$ cat src/sivw_pkg.sv
// shared constants for the serial interrupt vector and wait/ready block
`default_nettype none
package sivw_pkg;
    // register pointer values, command code and their fields
    localparam logic [2:0] SIVW_PTR_CMD = 3'h0;
    localparam logic [2:0] SIVW_PTR_CTRL = 3'h1;
    localparam logic [2:0] SIVW_PTR_VEC = 3'h2;
    localparam int SIVW_PTR_LSB = 0;
    localparam int SIVW_CMD_LSB = 3;
    localparam logic [2:0] SIVW_CMD_CHAN_RESET = 3'h3;
    // control register field positions
    localparam int SIVW_EXT_EN_BIT = 0;
    localparam int SIVW_TX_EN_BIT = 1;
    localparam int SIVW_SAV_BIT = 2;
    localparam int SIVW_RXM_LSB = 3;
    localparam int SIVW_WR_BUF_BIT = 5;
    localparam int SIVW_WR_FUNC_BIT = 6;
    localparam int SIVW_WR_EN_BIT = 7;
    // receive interrupt modes
    localparam logic [1:0] SIVW_RXM_OFF = 2'h0;
    localparam logic [1:0] SIVW_RXM_FIRST = 2'h1;
    localparam logic [1:0] SIVW_RXM_ALL = 2'h2;
    localparam logic [1:0] SIVW_RXM_NOPAR = 2'h3;
    // reset values
    localparam logic [7:0] SIVW_CTRL_RST = 8'h00;
    localparam logic [7:0] SIVW_VEC_RST = 8'h00;
    // cause codes, channel B; channel A adds the high bit
    localparam logic [1:0] SIVW_CAUSE_TX = 2'h0;
    localparam logic [1:0] SIVW_CAUSE_EXT = 2'h1;
    localparam logic [1:0] SIVW_CAUSE_RX = 2'h2;
    localparam logic [1:0] SIVW_CAUSE_SPC = 2'h3;
endpackage
`default_nettype wire

$ cat src/sivw_core.sv
// interrupt source selection, vector generation and wait/ready control
// Functional notes
// - ext/status enable: break, input change, underrun
// - tx enable: interrupt when transmit buffer empties
// - status-affects-vector replaces vector bits 1..3
// - status-affects-vector exists only in channel B
// - two-bit receive interrupt mode selects behaviour
// - mode 11 excludes parity error from special
// - specials: overrun, parity, framing, SDLC end-of-frame
// - buffer select: 1 receive, 0 transmit
// - function select: 1 ready, 0 wait
// - pin driven only while enable bit set
// - ready on transmit: high full, low empty
// - wait on transmit: low full and addressed
// - receive: wait low empty addressed; ready inverse
// - vector register holds 8-bit acknowledge vector
// - modification leaves stored vector unchanged
// - cause codes B 000..011, A 100..111
// - request state frozen during opcode-fetch acknowledge
// - pointer returns to zero after each access
`default_nettype none
module sivw_core
    import sivw_pkg::*;
(
    // clock and reset
    input wire logic clock_i,
    input wire logic rst_n_i,
    // command port, one write strobe plus a channel select from the host bus
    input wire logic cmd_wr_i,
    input wire logic cmd_chan_a_i,
    input wire logic [7:0] cmd_data_i,
    // channel status, index 0 = B, 1 = A
    input wire logic [1:0] brk_abort_i,
    input wire logic [1:0] dcd_i,
    input wire logic [1:0] cts_i,
    input wire logic [1:0] sync_i,
    input wire logic [1:0] underrun_eom_i,
    input wire logic [1:0] tx_empty_i,
    input wire logic [1:0] rx_avail_i,
    input wire logic [1:0] rx_overrun_i,
    input wire logic [1:0] rx_parity_i,
    input wire logic [1:0] rx_framing_i,
    input wire logic [1:0] rx_eof_i,
    input wire logic [1:0] sdlc_mode_i,
    input wire logic [1:0] first_char_i,
    input wire logic [1:0] data_sel_i,
    // processor acknowledge side
    input wire logic opcode_fetch_ack_n_i,
    input wire logic int_ack_i,
    // outputs
    output logic [1:0] int_req_o,
    output logic [7:0] vector_o,
    output logic [1:0] wait_ready_o,
    output logic [1:0] wait_ready_oe_o,
    output logic [2:0] ptr_o
);
    // write-only control registers, index 0 = B, 1 = A
    logic [7:0] ctrl_reg [2];
    // vector byte; lives in channel B only
    logic [7:0] vec_reg;
    // register pointer and the channel it was set from
    logic [2:0] ptr_reg;
    logic ptr_a_reg;
    // one-cycle channel reset strobes
    logic [1:0] chan_rst;
    // status parity: two sync stages, then the edge register
    logic [1:0] ext_s1, ext_s2, ext_d;
    // delayed buffer levels for edge detection
    logic [1:0] tx_d, rx_d;
    // per-cycle interrupt causes, before latching
    logic [1:0] ext_hit, tx_hit, rx_hit, spc_hit;
    // latched causes, cleared by acknowledge or reset
    logic [1:0] ext_pend, tx_pend, rx_pend, spc_pend;
    logic [1:0] int_req_next;
    // status-affects-vector, channel B bit only
    logic sav;
    // winning cause: channel in bit 2, code below
    logic [2:0] cause_next;

    // channel reset command seen on a pointer-zero write
    always_comb begin
        chan_rst = 2'h0;
        if (cmd_wr_i && ptr_reg == SIVW_PTR_CMD
                && cmd_data_i[SIVW_CMD_LSB +: 3] == SIVW_CMD_CHAN_RESET) begin
            chan_rst[cmd_chan_a_i] = 1'b1;
        end
    end

    // pointer: set on command write, back to zero after any access
    always_ff @(posedge clock_i) begin
        if (!rst_n_i) begin
            ptr_reg <= SIVW_PTR_CMD;
            ptr_a_reg <= 1'b0;
        end else if (cmd_wr_i) begin
            if (ptr_reg == SIVW_PTR_CMD) begin
                ptr_reg <= cmd_data_i[SIVW_PTR_LSB +: 3];
                ptr_a_reg <= cmd_chan_a_i;
            end else begin
                ptr_reg <= SIVW_PTR_CMD;
            end
        end
    end
    assign ptr_o = ptr_reg;

    // per-channel control and event detection
    genvar c;
    generate
        for (c = 0; c < 2; c++) begin : g_ch
            logic [4:0] ev;
            logic par_ok;
            assign ev = {brk_abort_i[c], dcd_i[c], cts_i[c], sync_i[c],
                         underrun_eom_i[c]};
            // control register, cleared by reset and channel reset
            always_ff @(posedge clock_i) begin
                if (!rst_n_i || chan_rst[c]) begin
                    ctrl_reg[c] <= SIVW_CTRL_RST;
                end else if (cmd_wr_i && ptr_reg == SIVW_PTR_CTRL
                        && cmd_chan_a_i == ptr_a_reg && ptr_a_reg == c) begin
                    ctrl_reg[c] <= cmd_data_i;
                end
            end
            // status pins are external, synchronise before use
            always_ff @(posedge clock_i) begin
                if (!rst_n_i) begin
                    ext_s1[c] <= 1'b0;
                    ext_s2[c] <= 1'b0;
                end else begin
                    ext_s1[c] <= ^ev;
                    ext_s2[c] <= ext_s1[c];
                end
            end
            // edge detectors on internal buffer status and the synchronised status parity
            always_ff @(posedge clock_i) begin
                if (!rst_n_i) begin
                    tx_d[c] <= 1'b1;
                    rx_d[c] <= 1'b0;
                    ext_d[c] <= 1'b0;
                end else begin
                    tx_d[c] <= tx_empty_i[c];
                    rx_d[c] <= rx_avail_i[c];
                    ext_d[c] <= ext_s2[c];
                end
            end
            // a change in the parity of the status set is an ext/status event
            assign ext_hit[c] = ctrl_reg[c][SIVW_EXT_EN_BIT]
                && (ext_s2[c] != ext_d[c]);
            assign tx_hit[c] = ctrl_reg[c][SIVW_TX_EN_BIT]
                && tx_empty_i[c] && !tx_d[c];
            // parity ignored only in the no-parity mode
            assign par_ok = rx_parity_i[c]
                && ctrl_reg[c][SIVW_RXM_LSB +: 2] != SIVW_RXM_NOPAR;
            assign spc_hit[c] = ctrl_reg[c][SIVW_RXM_LSB +: 2] != SIVW_RXM_OFF
                && (rx_overrun_i[c] || par_ok || rx_framing_i[c]
                    || (rx_eof_i[c] && sdlc_mode_i[c]));
            always_comb begin
                unique case (ctrl_reg[c][SIVW_RXM_LSB +: 2])
                    SIVW_RXM_OFF: rx_hit[c] = 1'b0;
                    SIVW_RXM_FIRST: rx_hit[c] = rx_avail_i[c] && !rx_d[c]
                        && first_char_i[c];
                    SIVW_RXM_ALL, SIVW_RXM_NOPAR:
                        rx_hit[c] = rx_avail_i[c] && !rx_d[c];
                endcase
            end
            // pending flags; set wins over acknowledge clear; frozen
            // while opcode-fetch acknowledge is active
            always_ff @(posedge clock_i) begin
                if (!rst_n_i || chan_rst[c]) begin
                    ext_pend[c] <= 1'b0;
                    tx_pend[c] <= 1'b0;
                    rx_pend[c] <= 1'b0;
                    spc_pend[c] <= 1'b0;
                end else if (opcode_fetch_ack_n_i) begin
                    ext_pend[c] <= ext_hit[c] || (ext_pend[c]
                        && !(int_ack_i && cause_next[2] == c
                        && cause_next[1:0] == SIVW_CAUSE_EXT));
                    tx_pend[c] <= tx_hit[c] || (tx_pend[c]
                        && !(int_ack_i && cause_next[2] == c
                        && cause_next[1:0] == SIVW_CAUSE_TX));
                    rx_pend[c] <= rx_hit[c] || (rx_pend[c]
                        && !(int_ack_i && cause_next[2] == c
                        && cause_next[1:0] == SIVW_CAUSE_RX));
                    spc_pend[c] <= spc_hit[c] || (spc_pend[c]
                        && !(int_ack_i && cause_next[2] == c
                        && cause_next[1:0] == SIVW_CAUSE_SPC));
                end
            end
            assign int_req_next[c] = ext_pend[c] || tx_pend[c]
                || rx_pend[c] || spc_pend[c];

            // wait/ready pin per channel; 1 = ready/high
            always_ff @(posedge clock_i) begin
                if (!rst_n_i) begin
                    wait_ready_o[c] <= 1'b1;
                    wait_ready_oe_o[c] <= 1'b0;
                end else if (!ctrl_reg[c][SIVW_WR_EN_BIT]) begin
                    wait_ready_o[c] <= 1'b1;
                    wait_ready_oe_o[c] <= 1'b0;
                end else if (ctrl_reg[c][SIVW_WR_FUNC_BIT]) begin
                    // ready drives always
                    wait_ready_oe_o[c] <= 1'b1;
                    if (ctrl_reg[c][SIVW_WR_BUF_BIT]) begin
                        wait_ready_o[c] <= !rx_avail_i[c];
                    end else begin
                        wait_ready_o[c] <= !tx_empty_i[c];
                    end
                end else begin
                    // wait only pulls low, floats otherwise
                    wait_ready_o[c] <= 1'b0;
                    if (ctrl_reg[c][SIVW_WR_BUF_BIT]) begin
                        wait_ready_oe_o[c] <= !rx_avail_i[c]
                            && data_sel_i[c];
                    end else begin
                        wait_ready_oe_o[c] <= !tx_empty_i[c]
                            && data_sel_i[c];
                    end
                end
            end
        end
    endgenerate

    // vector register, written on channel B pointer only
    always_ff @(posedge clock_i) begin
        if (!rst_n_i) begin
            vec_reg <= SIVW_VEC_RST;
        end else if (cmd_wr_i && ptr_reg == SIVW_PTR_VEC
                && !ptr_a_reg && !cmd_chan_a_i) begin
            vec_reg <= cmd_data_i;
        end
    end

    // status-affects-vector taken from channel B only
    assign sav = ctrl_reg[0][SIVW_SAV_BIT];

    // highest priority cause: channel A first, special, rx, tx, ext
    // the same choice picks the flag an acknowledge clears, but vector_o
    // shows the choice of the cycle before, so the two differ when it has just changed
    always_comb begin
        cause_next = {1'b0, SIVW_CAUSE_TX};
        if (spc_pend[1]) cause_next = {1'b1, SIVW_CAUSE_SPC};
        else if (rx_pend[1]) cause_next = {1'b1, SIVW_CAUSE_RX};
        else if (tx_pend[1]) cause_next = {1'b1, SIVW_CAUSE_TX};
        else if (ext_pend[1]) cause_next = {1'b1, SIVW_CAUSE_EXT};
        else if (spc_pend[0]) cause_next = {1'b0, SIVW_CAUSE_SPC};
        else if (rx_pend[0]) cause_next = {1'b0, SIVW_CAUSE_RX};
        else if (tx_pend[0]) cause_next = {1'b0, SIVW_CAUSE_TX};
        else if (ext_pend[0]) cause_next = {1'b0, SIVW_CAUSE_EXT};
    end

    // outputs registered; stored vector never touched by the merge
    always_ff @(posedge clock_i) begin
        if (!rst_n_i) begin
            int_req_o <= 2'h0;
            vector_o <= SIVW_VEC_RST;
        end else begin
            int_req_o <= int_req_next;
            if (sav) begin
                vector_o <= {vec_reg[7:4], cause_next, vec_reg[0]};
            end else begin
                vector_o <= vec_reg;
            end
        end
    end
endmodule
`default_nettype wire

$ cat config.mk
export PLATFORM = sky130hd
export DESIGN_NAME = sivw_core
export DESIGN_NICKNAME = d
export VERILOG_FILES = /design/src/sivw_pkg.sv /design/src/sivw_core.sv
export SDC_FILE = /design/constraint.sdc
export NUM_CORES = 1
export LEC_CHECK = 0
export BUFFER_PORTS_ARGS = -buffer_cell sky130_fd_sc_hd__clkbuf_2
export CAP_MARGIN = 20
export CORE_MARGIN = 4
export CORE_UTILIZATION = 47
export CTS_CLUSTER_SIZE = 8
export DETAILED_ROUTE_END_ITERATION = 8
export GPL_ROUTABILITY_DRIVEN = 0
export PLACE_DENSITY = 0.81
export SLEW_MARGIN = 20
export SYNTH_ARGS = -nofsm -noshare
export SYNTH_HDL_FRONTEND = slang
export SYNTH_SLANG_ARGS = --single-unit
export TNS_END_PERCENT = 50
$ cat constraint.sdc
create_clock -name clock_i -period 2.39 [get_ports clock_i]
set_input_delay 0.239 -clock clock_i [delete_from_list [all_inputs] [get_ports clock_i]]
set_output_delay 0.239 -clock clock_i [all_outputs]
set_load 0.05 [all_outputs]
==> results.py, run 1 <==
metrics = {
    "outcome": {
        "status": "complete, no violations",
    },
    "drt": {
        "drt_iter0_drc": 80,
        "ant_nets": 0,
        "via_per_inst": 4.99,
        "route.detailed.drc": 0,
        "wirelength_um": 4780,
        "wl_per_cell_um": 13.7,
        "vias": 1737,
        "dr.pass1.iters": 4,
    },
    "placed_design": {
        "placed_area_um2": 2700,
        "portBuffers": 58,
        "place_hpwl_um": 3560,
    },
    "global_route": {
        "grt_pass1_wl_um": 7640,
        "grt_antenna_before_repair": 0,
        "grt_pass1_vias": 1671,
        "busiest_layer": "met2",
        "grt_max_degree": 38,
        "use_met2": 0.262,
        "grtUsageMet3": 0.0539,
        "grt-ovfl-total": 0,
        "grt.total_usage": 0.165,
        "grtUsageMet1": 0.193,
    },
    "worst_setup_path": {
        "rrSetupSlack_ps": 380,
        "arrival_ps": 1990,
        "crit_fanout": 8,
        "r2r_cells": 3,
        "rr_startpoint": "ptr_o[2]$_SDFFE_PN0P_",
        "critPathKind": "reg2reg",
        "cp_data_required_time_ps": 2380,
        "end_kind": "flip-flop",
        "r2r-end": "ctrl_reg[0][0]$_SDFFCE_PN0P_",
        "start_kind": "flip-flop",
    },
    "finish": {
        "drive_gt1_frac": 0.278,
        "largest_reg_flops": 15,
        "area_growth_pct": 22.5,
        "multi_input_area_um2": 991,
        "regArea_um2": 1330,
        "n_antenna_cell": 0,
        "fill_cells": 395,
        "final_area_um2": 2870,
        "nNetsFinal": 318,
    },
    "logic_synthesis": {
        "ys_ff_latch": 59,
        "syn_avg_cell_area_um2": 11.1,
        "synth_fp_nets": 254,
        "synth_simple_gate_area_frac": 0.221,
        "ys_top_cells_by_area": "dfxtp_1, edfxtp_1, and2_1, mux2i_1, nor2b_1",
        "synth_warnings": 0,
        "synth-seq-area-share": 0.568,
        "synth_top_family_by_area": "simple AND/OR/NAND/NOR gates",
        "synth_compound_area_frac": 0.122,
        "synthMuxAreaShare": 0.0427,
        "synth_cells": 212,
        "syn_area_um2": 2340,
        "synth_top_area_cell": "dfxtp_1",
        "netlist-cell-type-count": 38,
        "yosysTopAreaCellShare": 0.376,
        "synthAdderAreaFrac": 0,
        "synth_xor_xnor_area_share": 0.0374,
    },
    "clock_tree": {
        "clk_pin_slew_ps": 60,
        "tritoncts": "yes",
        "cts_hold_buf": 0,
        "cts_root_buf": "clkbuf_8",
        "cts-resized-gates": 0,
        "clock_latency_ps": 330,
        "cts_sinks": 59,
        "cts_buffers": 9,
        "postCtsSetupBuffers": 0,
        "htree_levels": 3,
        "clk_path_buf_depth": 2,
    },
    "power_and_ir_drop": {
        "ir_drop_uv": 564,
        "cellPowerDensity_nw_per_um2": 735,
        "p_leak_nw": 1.24,
    },
    "hold_path": {
        "min_to": "tx_d[1]$_SDFF_PN1_",
        "hold_depth": 2,
        "hp-class": "in2reg",
        "hp-start": "tx_empty_i[1]",
    },
    "timing": {
        "fin_crit_ps": 2010,
        "hold_viol": 0,
        "fin_skew_ps": 5.81,
        "maxSlewViolCount": 0,
        "slew_headroom": 0.580,
        "finalSetupViolations": 0,
        "rsz0062_at_grt": "false",
        "worst_pin_slew_ps": 630,
        "fin_setup_tns_ps": 0,
        "min_period_over_period": 0.840,
        "fmax_mhz": 498,
    },
    "floorplanning": {
        "start_util": 0.490,
        "core-area_um2": 4790,
        "row_count": 25,
        "fp.dieH_um": 78.6,
        "die_w_um": 78.6,
        "dieArea_um2": 6180,
        "pin_count": 59,
    },
    "flow_run": {
        "drv_cap": 0,
    },
}
[stage by stage]
step                      total power, W   util  setup WS [ps]  cells  hold WS [ps]
after floorplan                  0.00126      -            315    212           340
after global placement           0.00134  0.564            461    332           415
after detailed placement         0.00135  0.564            387    332           423
after CTS                        0.00214  0.600            378    348           116
after global routing             0.00221  0.600            285    348           120
final                            0.00211  0.600            382    348           139
[metal layers]
metal / vias up / part of all wire / wire, µm
met5: - / 0 / 0
met1: 808 / 0.42 / 2030
met3: 8 / 0.057 / 272
met4: 0 / 0.015 / 74
met2: 47 / 0.50 / 2400
li1: 874 / - / -
[cell families (layout without fill, tap and decap cells)]
family / count (synthesis) / count (layout)
AOI/OAI and AO/OA: 41 / 41
xor gates and xnor gates: 10 / 10
buffers and inverters: 6 / 75
DFF: 59 / 59
muxes: 10 / 10
and+or+nand+nor: 86 / 86
[critical path: stages, from the launching register on]
cell	delay (ps)
dfxtp_1	340
or4b_4	580
o31ai_4	360
nand2b_1	390
[layout make-up]
cell class                 instances  area share
clock buffer                      14      0.0566
clock inverter                     2     0.00348
inverter                           1     0.00131
multi-input combinational        147       0.345
sequential                        59       0.463
tap                               67      0.0292
timing repair buffer              58       0.101
[placed cells by master (no fill, tap or decap), types with 3 or more instances in the layout]
cell type | netlist | layout
a21oi_1 | 17 | 17
o31ai_1 | 5 | 5
clkbuf_2 | 0 | 58
nand2b_1 | 4 | 4
clkbuf_1 | 5 | 3
and2_1 | 29 | 29
nand3_1 | 3 | 3
a21boi_0 | 4 | 4
nor2_1 | 7 | 7
xnor2_1 | 8 | 8
nor2b_1 | 14 | 14
mux2i_1 | 10 | 10
nand2_1 | 11 | 11
nor3_1 | 3 | 3
edfxtp_1 | 15 | 15
dfxtp_1 | 44 | 44
clkbuf_8 | 0 | 11
[cell usage after synthesis]
| master | instances |
|---|---|
| o31ai_2 | 1 |
| nand3_1 | 3 |
| nor2b_1 | 14 |
| nand4b_1 | 2 |
| xnor2_1 | 8 |
| nor3b_1 | 2 |
| or3_1 | 2 |
| a31o_2 | 1 |
| o31ai_4 | 1 |
| o221ai_1 | 2 |
| nor3_1 | 3 |
| nand3b_1 | 1 |
| and2b_1 | 1 |
| nor2_1 | 7 |
| nand2b_1 | 4 |
| a21boi_0 | 4 |
| o31a_1 | 1 |
| or4_4 | 1 |
| dfxtp_1 | 44 |
| and4_1 | 1 |
| mux2i_1 | 10 |
| o21ai_1 | 2 |
| clkbuf_1 | 5 |
| or4b_4 | 1 |
| a211o_1 | 2 |
| o21ai_0 | 2 |
| inv_1 | 1 |
| xor2_1 | 2 |
| a21o_1 | 2 |
| nor4bb_1 | 2 |
| edfxtp_1 | 15 |
| o41a_1 | 1 |
| a21oi_1 | 17 |
| o31ai_1 | 5 |
| nor2_2 | 1 |
| and2_1 | 29 |
| or2_2 | 1 |
| nand2_1 | 11 |
[how the worst max path moves through the flow]
stage                          start  slack [ps]                           end  cells after the start
2_1_floorplan  ptr_o[2]$_SDFFE_PN0P_         310  ctrl_reg[0][0]$_SDFFCE_PN0P_                      3
3_3_place_gp   ptr_o[2]$_SDFFE_PN0P_         460  ctrl_reg[0][7]$_SDFFCE_PN0P_                      3
3_5_place_dp   ptr_o[2]$_SDFFE_PN0P_         390  ctrl_reg[0][5]$_SDFFCE_PN0P_                      3
4_1_cts        ptr_o[2]$_SDFFE_PN0P_         380  ctrl_reg[0][5]$_SDFFCE_PN0P_                      3
5_1_grt        ptr_o[2]$_SDFFE_PN0P_         280  ctrl_reg[0][5]$_SDFFCE_PN0P_                      3
6_report       ptr_o[2]$_SDFFE_PN0P_         380  ctrl_reg[0][0]$_SDFFCE_PN0P_                      3
[report_power, final]
group          internal (W)  switching, W  total [W]
clock              0.000430      0.000353   0.000783
combinational     0.0000979      0.000136   0.000234
sequential          0.00107     0.0000253    0.00109
No activity file was read; power rests on OpenSTA's default activity.
==> run 2, diff against run 1 <==
==> constraint.sdc (replaced) <==
create_clock -name clock_i -period 2 [get_ports clock_i]
set_input_delay 0.2 -clock clock_i [delete_from_list [all_inputs] [get_ports clock_i]]
set_output_delay 0.2 -clock clock_i [all_outputs]
set_load 0.05 [all_outputs]
==> results.py, run 2 (same netlist as run 1, synthesis figures left out) <==
metrics = {
    "worst_setup_path": {
        "worst-path-buf-inv": 0,
        "cp_data_required_time_ps": 2030,
        "slowest_delay_ps": 580,
        "critPathKind": "reg2reg",
        "crit_chain": "or4b_4 > o31ai_4 > nand2b_2",
        "end_kind": "flip-flop",
        "arrival_ps": 1810,
        "cp_slowest_cell": "or4b_4",
        "crit_family": "simple AND/OR/NAND/NOR gates",
        "crit_fanout": 8,
        "start_kind": "flip-flop",
    },
    "global_route": {
        "grtUsageMet1": 0.203,
        "grt_max_degree": 22,
        "grt_antenna_before_repair": 0,
        "grt-ovfl-total": 0,
        "grtUsageMet3": 0.0401,
        "busiest_layer": "met2",
        "grt.total_usage": 0.175,
        "grt_pass1_vias": 1804,
        "use_met2": 0.287,
        "grt_pass1_wl_um": 8170,
    },
    "timing": {
        "finalSetupViolations": 0,
        "fin_skew_ps": 4.14,
        "worst_pin_slew_ps": 537,
        "min_period_over_period": 0.892,
        "fmax_mhz": 560,
        "fin_crit_ps": 1780,
        "hold_viol": 0,
        "slew_headroom": 0.639,
        "rsz0062_at_grt": "false",
        "maxSlewViolCount": 0,
    },
    "finish": {
        "area_growth_pct": 24.2,
        "n_antenna_cell": 0,
        "nNetsFinal": 321,
        "final_area_um2": 2910,
        "mostFrequentLayoutCell": "clkbuf_2",
        "fill_cells": 399,
        "instances_no_fill": 351,
        "drive_gt1_frac": 0.285,
        "final_cell_mix": "clkbuf_2, dfxtp_1, and2_1, a21oi_1, edfxtp_1",
        "post-route-util": 0.609,
        "multi_input_area_um2": 993,
        "regArea_um2": 1330,
        "largest_reg_flops": 15,
    },
    "outcome": {
        "status": "complete, no violations",
    },
    "floorplanning": {
        "start_util": 0.490,
        "die_w_um": 78.6,
        "row_count": 25,
        "pin_count": 59,
        "core-area_um2": 4790,
        "fp.dieH_um": 78.6,
        "dieArea_um2": 6180,
    },
    "power_and_ir_drop": {
        "cellPowerDensity_nw_per_um2": 900,
        "ir_drop_uv": 533,
        "p_total_w": 0.00262,
        "p_leak_nw": 1.26,
    },
    "drt": {
        "drt_iter0_drc": 106,
        "dr.pass1.iters": 5,
        "via_per_inst": 4.99,
        "vias": 1750,
        "ant_nets": 0,
        "route.detailed.drc": 0,
        "wirelength_um": 4910,
        "wl_per_cell_um": 14.0,
    },
    "clock_tree": {
        "htree_levels": 3,
        "clk_pin_slew_ps": 60,
        "clock_latency_ps": 330,
        "cts_root_buf": "clkbuf_8",
        "cts_sinks": 59,
        "cts_buffers": 9,
        "postCtsSetupBuffers": 0,
        "cts-resized-gates": 0,
        "clk_path_buf_depth": 2,
        "cts_hold_buf": 0,
        "tritoncts": "yes",
    },
    "placed_design": {
        "placed_cells": 335,
        "portBuffers": 58,
        "place_hpwl_um": 3640,
        "placed_area_um2": 2730,
    },
    "flow_run": {
        "drv_cap": 0,
    },
    "hold_path": {
        "hp-class": "in2reg",
    },
}
-- run 2: path summary, 6_finish.rpt --
path / startpoint / endpoint / slack (ps) / cells past startpoint
worst max-delay path: ptr_o[2]$_SDFFE_PN0P_ / ctrl_reg[0][7]$_SDFFCE_PN0P_ / 220 / 3
worst max register to register: ptr_o[2]$_SDFFE_PN0P_ / ctrl_reg[0][7]$_SDFFCE_PN0P_ / 220 / 3
worst min-delay path: tx_empty_i[1] / tx_d[1]$_SDFF_PN1_ / 100 / 2
worst min register to register: ext_s1[0]$_SDFF_PN0_ / ext_s2[0]$_SDFF_PN0_ / 440 / 1
-- run 2: area by class of cell --
type	count	area share
clock inverter	3	0.0133
inverter	1	0.00129
multi-input combinational	147	0.341
sequential	59	0.457
timing repair buffer	61	0.107
clock buffer	13	0.0511
tap	67	0.0288
-- run 2: power breakdown --
| group | leakage [nW] | total [W] | switching (W) | internal (W) |
|---|---|---|---|---|
| combinational | 0.645 | 0.000286 | 0.000164 | 0.000121 |
| sequential | 0.515 | 0.00131 | 0.0000313 | 0.00128 |
| clock | 0.0951 | 0.00103 | 0.000425 | 0.000604 |
| total | 1.26 | 0.00262 | 0.000620 | 0.00200 |
-- run 2: metal layers --
metal / vias to the layer above / routed length (µm)
li1: 878 / -
met1: 797 / 2020
met2: 60 / 2450
met3: 15 / 342
met4: 0 / 95
met5: - / 0
-- run 2: per-stage QoR --
step	setup TNS (ps)	hold WS (ps)	worst slack (ps)
after global routing	0	96.2	117
after global placement	0	416	270
after detailed placement	0	428	226
after floorplan	-35.3	301	-5.04
final	0	96.1	216
after CTS	0	81.5	212
-- run 2: worst reg2reg max path, delay by kind of cell, from the launching register on --
| family | cells | cell delay, ps |
|---|---|---|
| AO/OA/AOI/OAI | 1 | 270 |
| flip-flops | 1 | 350 |
| AND/OR/NAND/NOR | 2 | 860 |
==> run 3, diff against run 2 <==
--- a/config.mk
+++ b/config.mk
@@ -12,7 +12,7 @@
 export CTS_CLUSTER_SIZE = 8
 export DETAILED_ROUTE_END_ITERATION = 8
 export GPL_ROUTABILITY_DRIVEN = 0
-export PLACE_DENSITY = 0.81
+export PLACE_DENSITY = 0.84
 export SLEW_MARGIN = 20
 export SYNTH_ARGS = -nofsm -noshare
 export SYNTH_HDL_FRONTEND = slang
==> constraint.sdc (replaced) <==
create_clock -name clock_i -period 1.5 [get_ports clock_i]
set_input_delay 0.15 -clock clock_i [delete_from_list [all_inputs] [get_ports clock_i]]
set_output_delay 0.15 -clock clock_i [all_outputs]
set_load 0.05 [all_outputs]
==> results.py, run 3 (same netlist as run 1, synthesis figures left out) <==
metrics = {
    "timing": {
        "fin_skew_ps": 6.22,
        "maxSlewViolCount": 0,
        "worst_pin_slew_ps": 526,
        "finalSetupViolations": 31,
        "post-route-worst-setup-slack_ps": -164,
        "slew_headroom": 0.646,
        "hold_viol": 0,
        "fin_setup_tns_ps": -3700,
        "rsz0062_at_grt": "true",
        "min_period_over_period": 1.11,
        "fmax_mhz": 601,
        "timing.hold.ws_ps": 46.8,
        "fin_crit_ps": 1660,
    },
    "finish": {
        "final_cell_mix": "clkbuf_2, dfxtp_1, and2_1, a21oi_1, buf_4",
        "area_growth_pct": 36.0,
        "largest_reg_flops": 15,
        "fill_cells": 375,
        "regArea_um2": 1340,
        "mostFrequentLayoutCell": "clkbuf_2",
        "final_area_um2": 3190,
        "post-route-util": 0.666,
        "nNetsFinal": 337,
        "multi_input_area_um2": 1080,
        "drive_gt1_frac": 0.363,
        "n_antenna_cell": 0,
    },
    "drt": {
        "wl_met2_um": 2630,
        "wirelength_um": 5120,
        "wl_met1_um": 2060,
        "vias": 1846,
        "dr.pass1.iters": 4,
        "drt_iter0_drc": 81,
        "wl_met3_um": 319,
        "ant_nets": 0,
        "route.detailed.drc": 0,
        "top_layer": "met4",
        "wl_per_cell_um": 14.0,
        "via_per_inst": 5.03,
    },
    "floorplanning": {
        "core-area_um2": 4790,
        "pin_count": 59,
        "start_util": 0.490,
        "fp.dieH_um": 78.6,
        "dieArea_um2": 6180,
        "row_count": 25,
        "die_w_um": 78.6,
    },
    "clock_tree": {
        "clk_pin_slew_ps": 70,
        "cts_sinks": 59,
        "clk_path_buf_depth": 2,
        "clock_latency_ps": 330,
        "htree_levels": 3,
        "cts_buffers": 9,
        "tritoncts": "yes",
        "cts_root_buf": "clkbuf_8",
    },
    "power_and_ir_drop": {
        "p_sw_frac": 0.228,
        "ir_drop_uv": 958,
        "comb_power_share": 0.118,
        "cellPowerDensity_nw_per_um2": 1210,
        "p_leak_nw": 1.39,
        "p_int_w": 0.00298,
        "p_clk_frac": 0.433,
        "power_switching_w": 0.000881,
        "seq_power_share": 0.449,
    },
    "worst_setup_path": {
        "critPathKind": "reg2reg",
        "start_kind": "flip-flop",
        "r2r_cells": 3,
        "crit_fanout": 8,
        "cp_data_required_time_ps": 1540,
        "end_kind": "flip-flop",
        "cp_slowest_cell": "or4b_4",
        "arrival_ps": 1700,
        "crit_chain": "or4b_4 > o31ai_4 > nand2b_4",
        "slowest_delay_ps": 560,
    },
    "global_route": {
        "grt_max_degree": 20,
        "grt_antenna_before_repair": 0,
        "grt_pass1_vias": 1791,
        "grt.total_usage": 0.177,
        "grt-ovfl-total": 0,
        "grt_pass1_wl_um": 8310,
    },
    "outcome": {
        "violations": "negative setup slack",
        "status": "complete, but fails checks",
    },
    "hold_path": {
        "hold_depth": 2,
        "hp-class": "in2reg",
    },
    "placed_design": {
        "place_hpwl_um": 3720,
        "portBuffers": 58,
        "placed_area_um2": 2850,
    },
    "flow_run": {
        "drv_cap": 0,
    },
}
-- run 3: stage by stage --
| step | setup WS (ps) | power (W) | std cells |
|---|---|---|---|
| global route | -205 | 0.00401 | 367 |
| global placement | -190 | 0.00218 | 349 |
| CTS | -168 | 0.00387 | 366 |
| detailed placement | -246 | 0.00219 | 349 |
| finish | -164 | 0.00386 | 367 |
| floorplan | -336 | 0.00202 | 212 |
-- run 3: worst paths after layout --
| kind | to | startpoint | slack, ps |
|---|---|---|---|
| worst max-delay path | ctrl_reg[0][7]$_SDFFCE_PN0P_ | ptr_o[0]$_SDFFE_PN0P_ | -160 |
| worst min register to register | ext_s2[1]$_SDFF_PN0_ | ext_s1[1]$_SDFF_PN0_ | 440 |
| worst max register to register | ctrl_reg[0][7]$_SDFFCE_PN0P_ | ptr_o[0]$_SDFFE_PN0P_ | -160 |
| worst min-delay path | tx_d[1]$_SDFF_PN1_ | tx_empty_i[1] | 50 |
-- run 3: what timing repair did --
action                                  in CTS  in global routing
pin swaps                                    2                  2
setup buffers                                1                  2
resized for setup                            5                 11
endpoints found under the setup margin      34                 38
hold buffers                                 0                  0
-- run 3: cell type report --
class,count,area share
sequential,59,0.420
multi-input combinational,147,0.339
timing repair buffer,77,0.139
clock buffer,12,0.0522
tap,67,0.0263
clock inverter,4,0.0220
inverter,1,0.00118
-- run 3: per-layer routing --
| layer | track usage | up-vias |
|---|---|---|
| li1 | - | 918 |
| met1 | 0.197 | 858 |
| met2 | 0.301 | 57 |
| met3 | 0.0573 | 13 |
| met4 | 0.0874 | 0 |
| met5 | 0 | - |
-- run 3: power groups by stage --
stage	Clock (W)	Combinational, W	Sequential [W]
3_5_place_dp	0	0.000422	0.00177
3_3_place_gp	0	0.000413	0.00176
4_1_cts	0.00170	0.000437	0.00173
5_1_grt	0.00177	0.000496	0.00174
2_1_floorplan	0	0.000192	0.00183
6_report	0.00167	0.000456	0.00174
-- run 3: critical path, delay by kind of cell, from the launching register on --
kind            cells  cell delay (ps)
flops               1              340
simple gates        2              800
compound gates      1              240
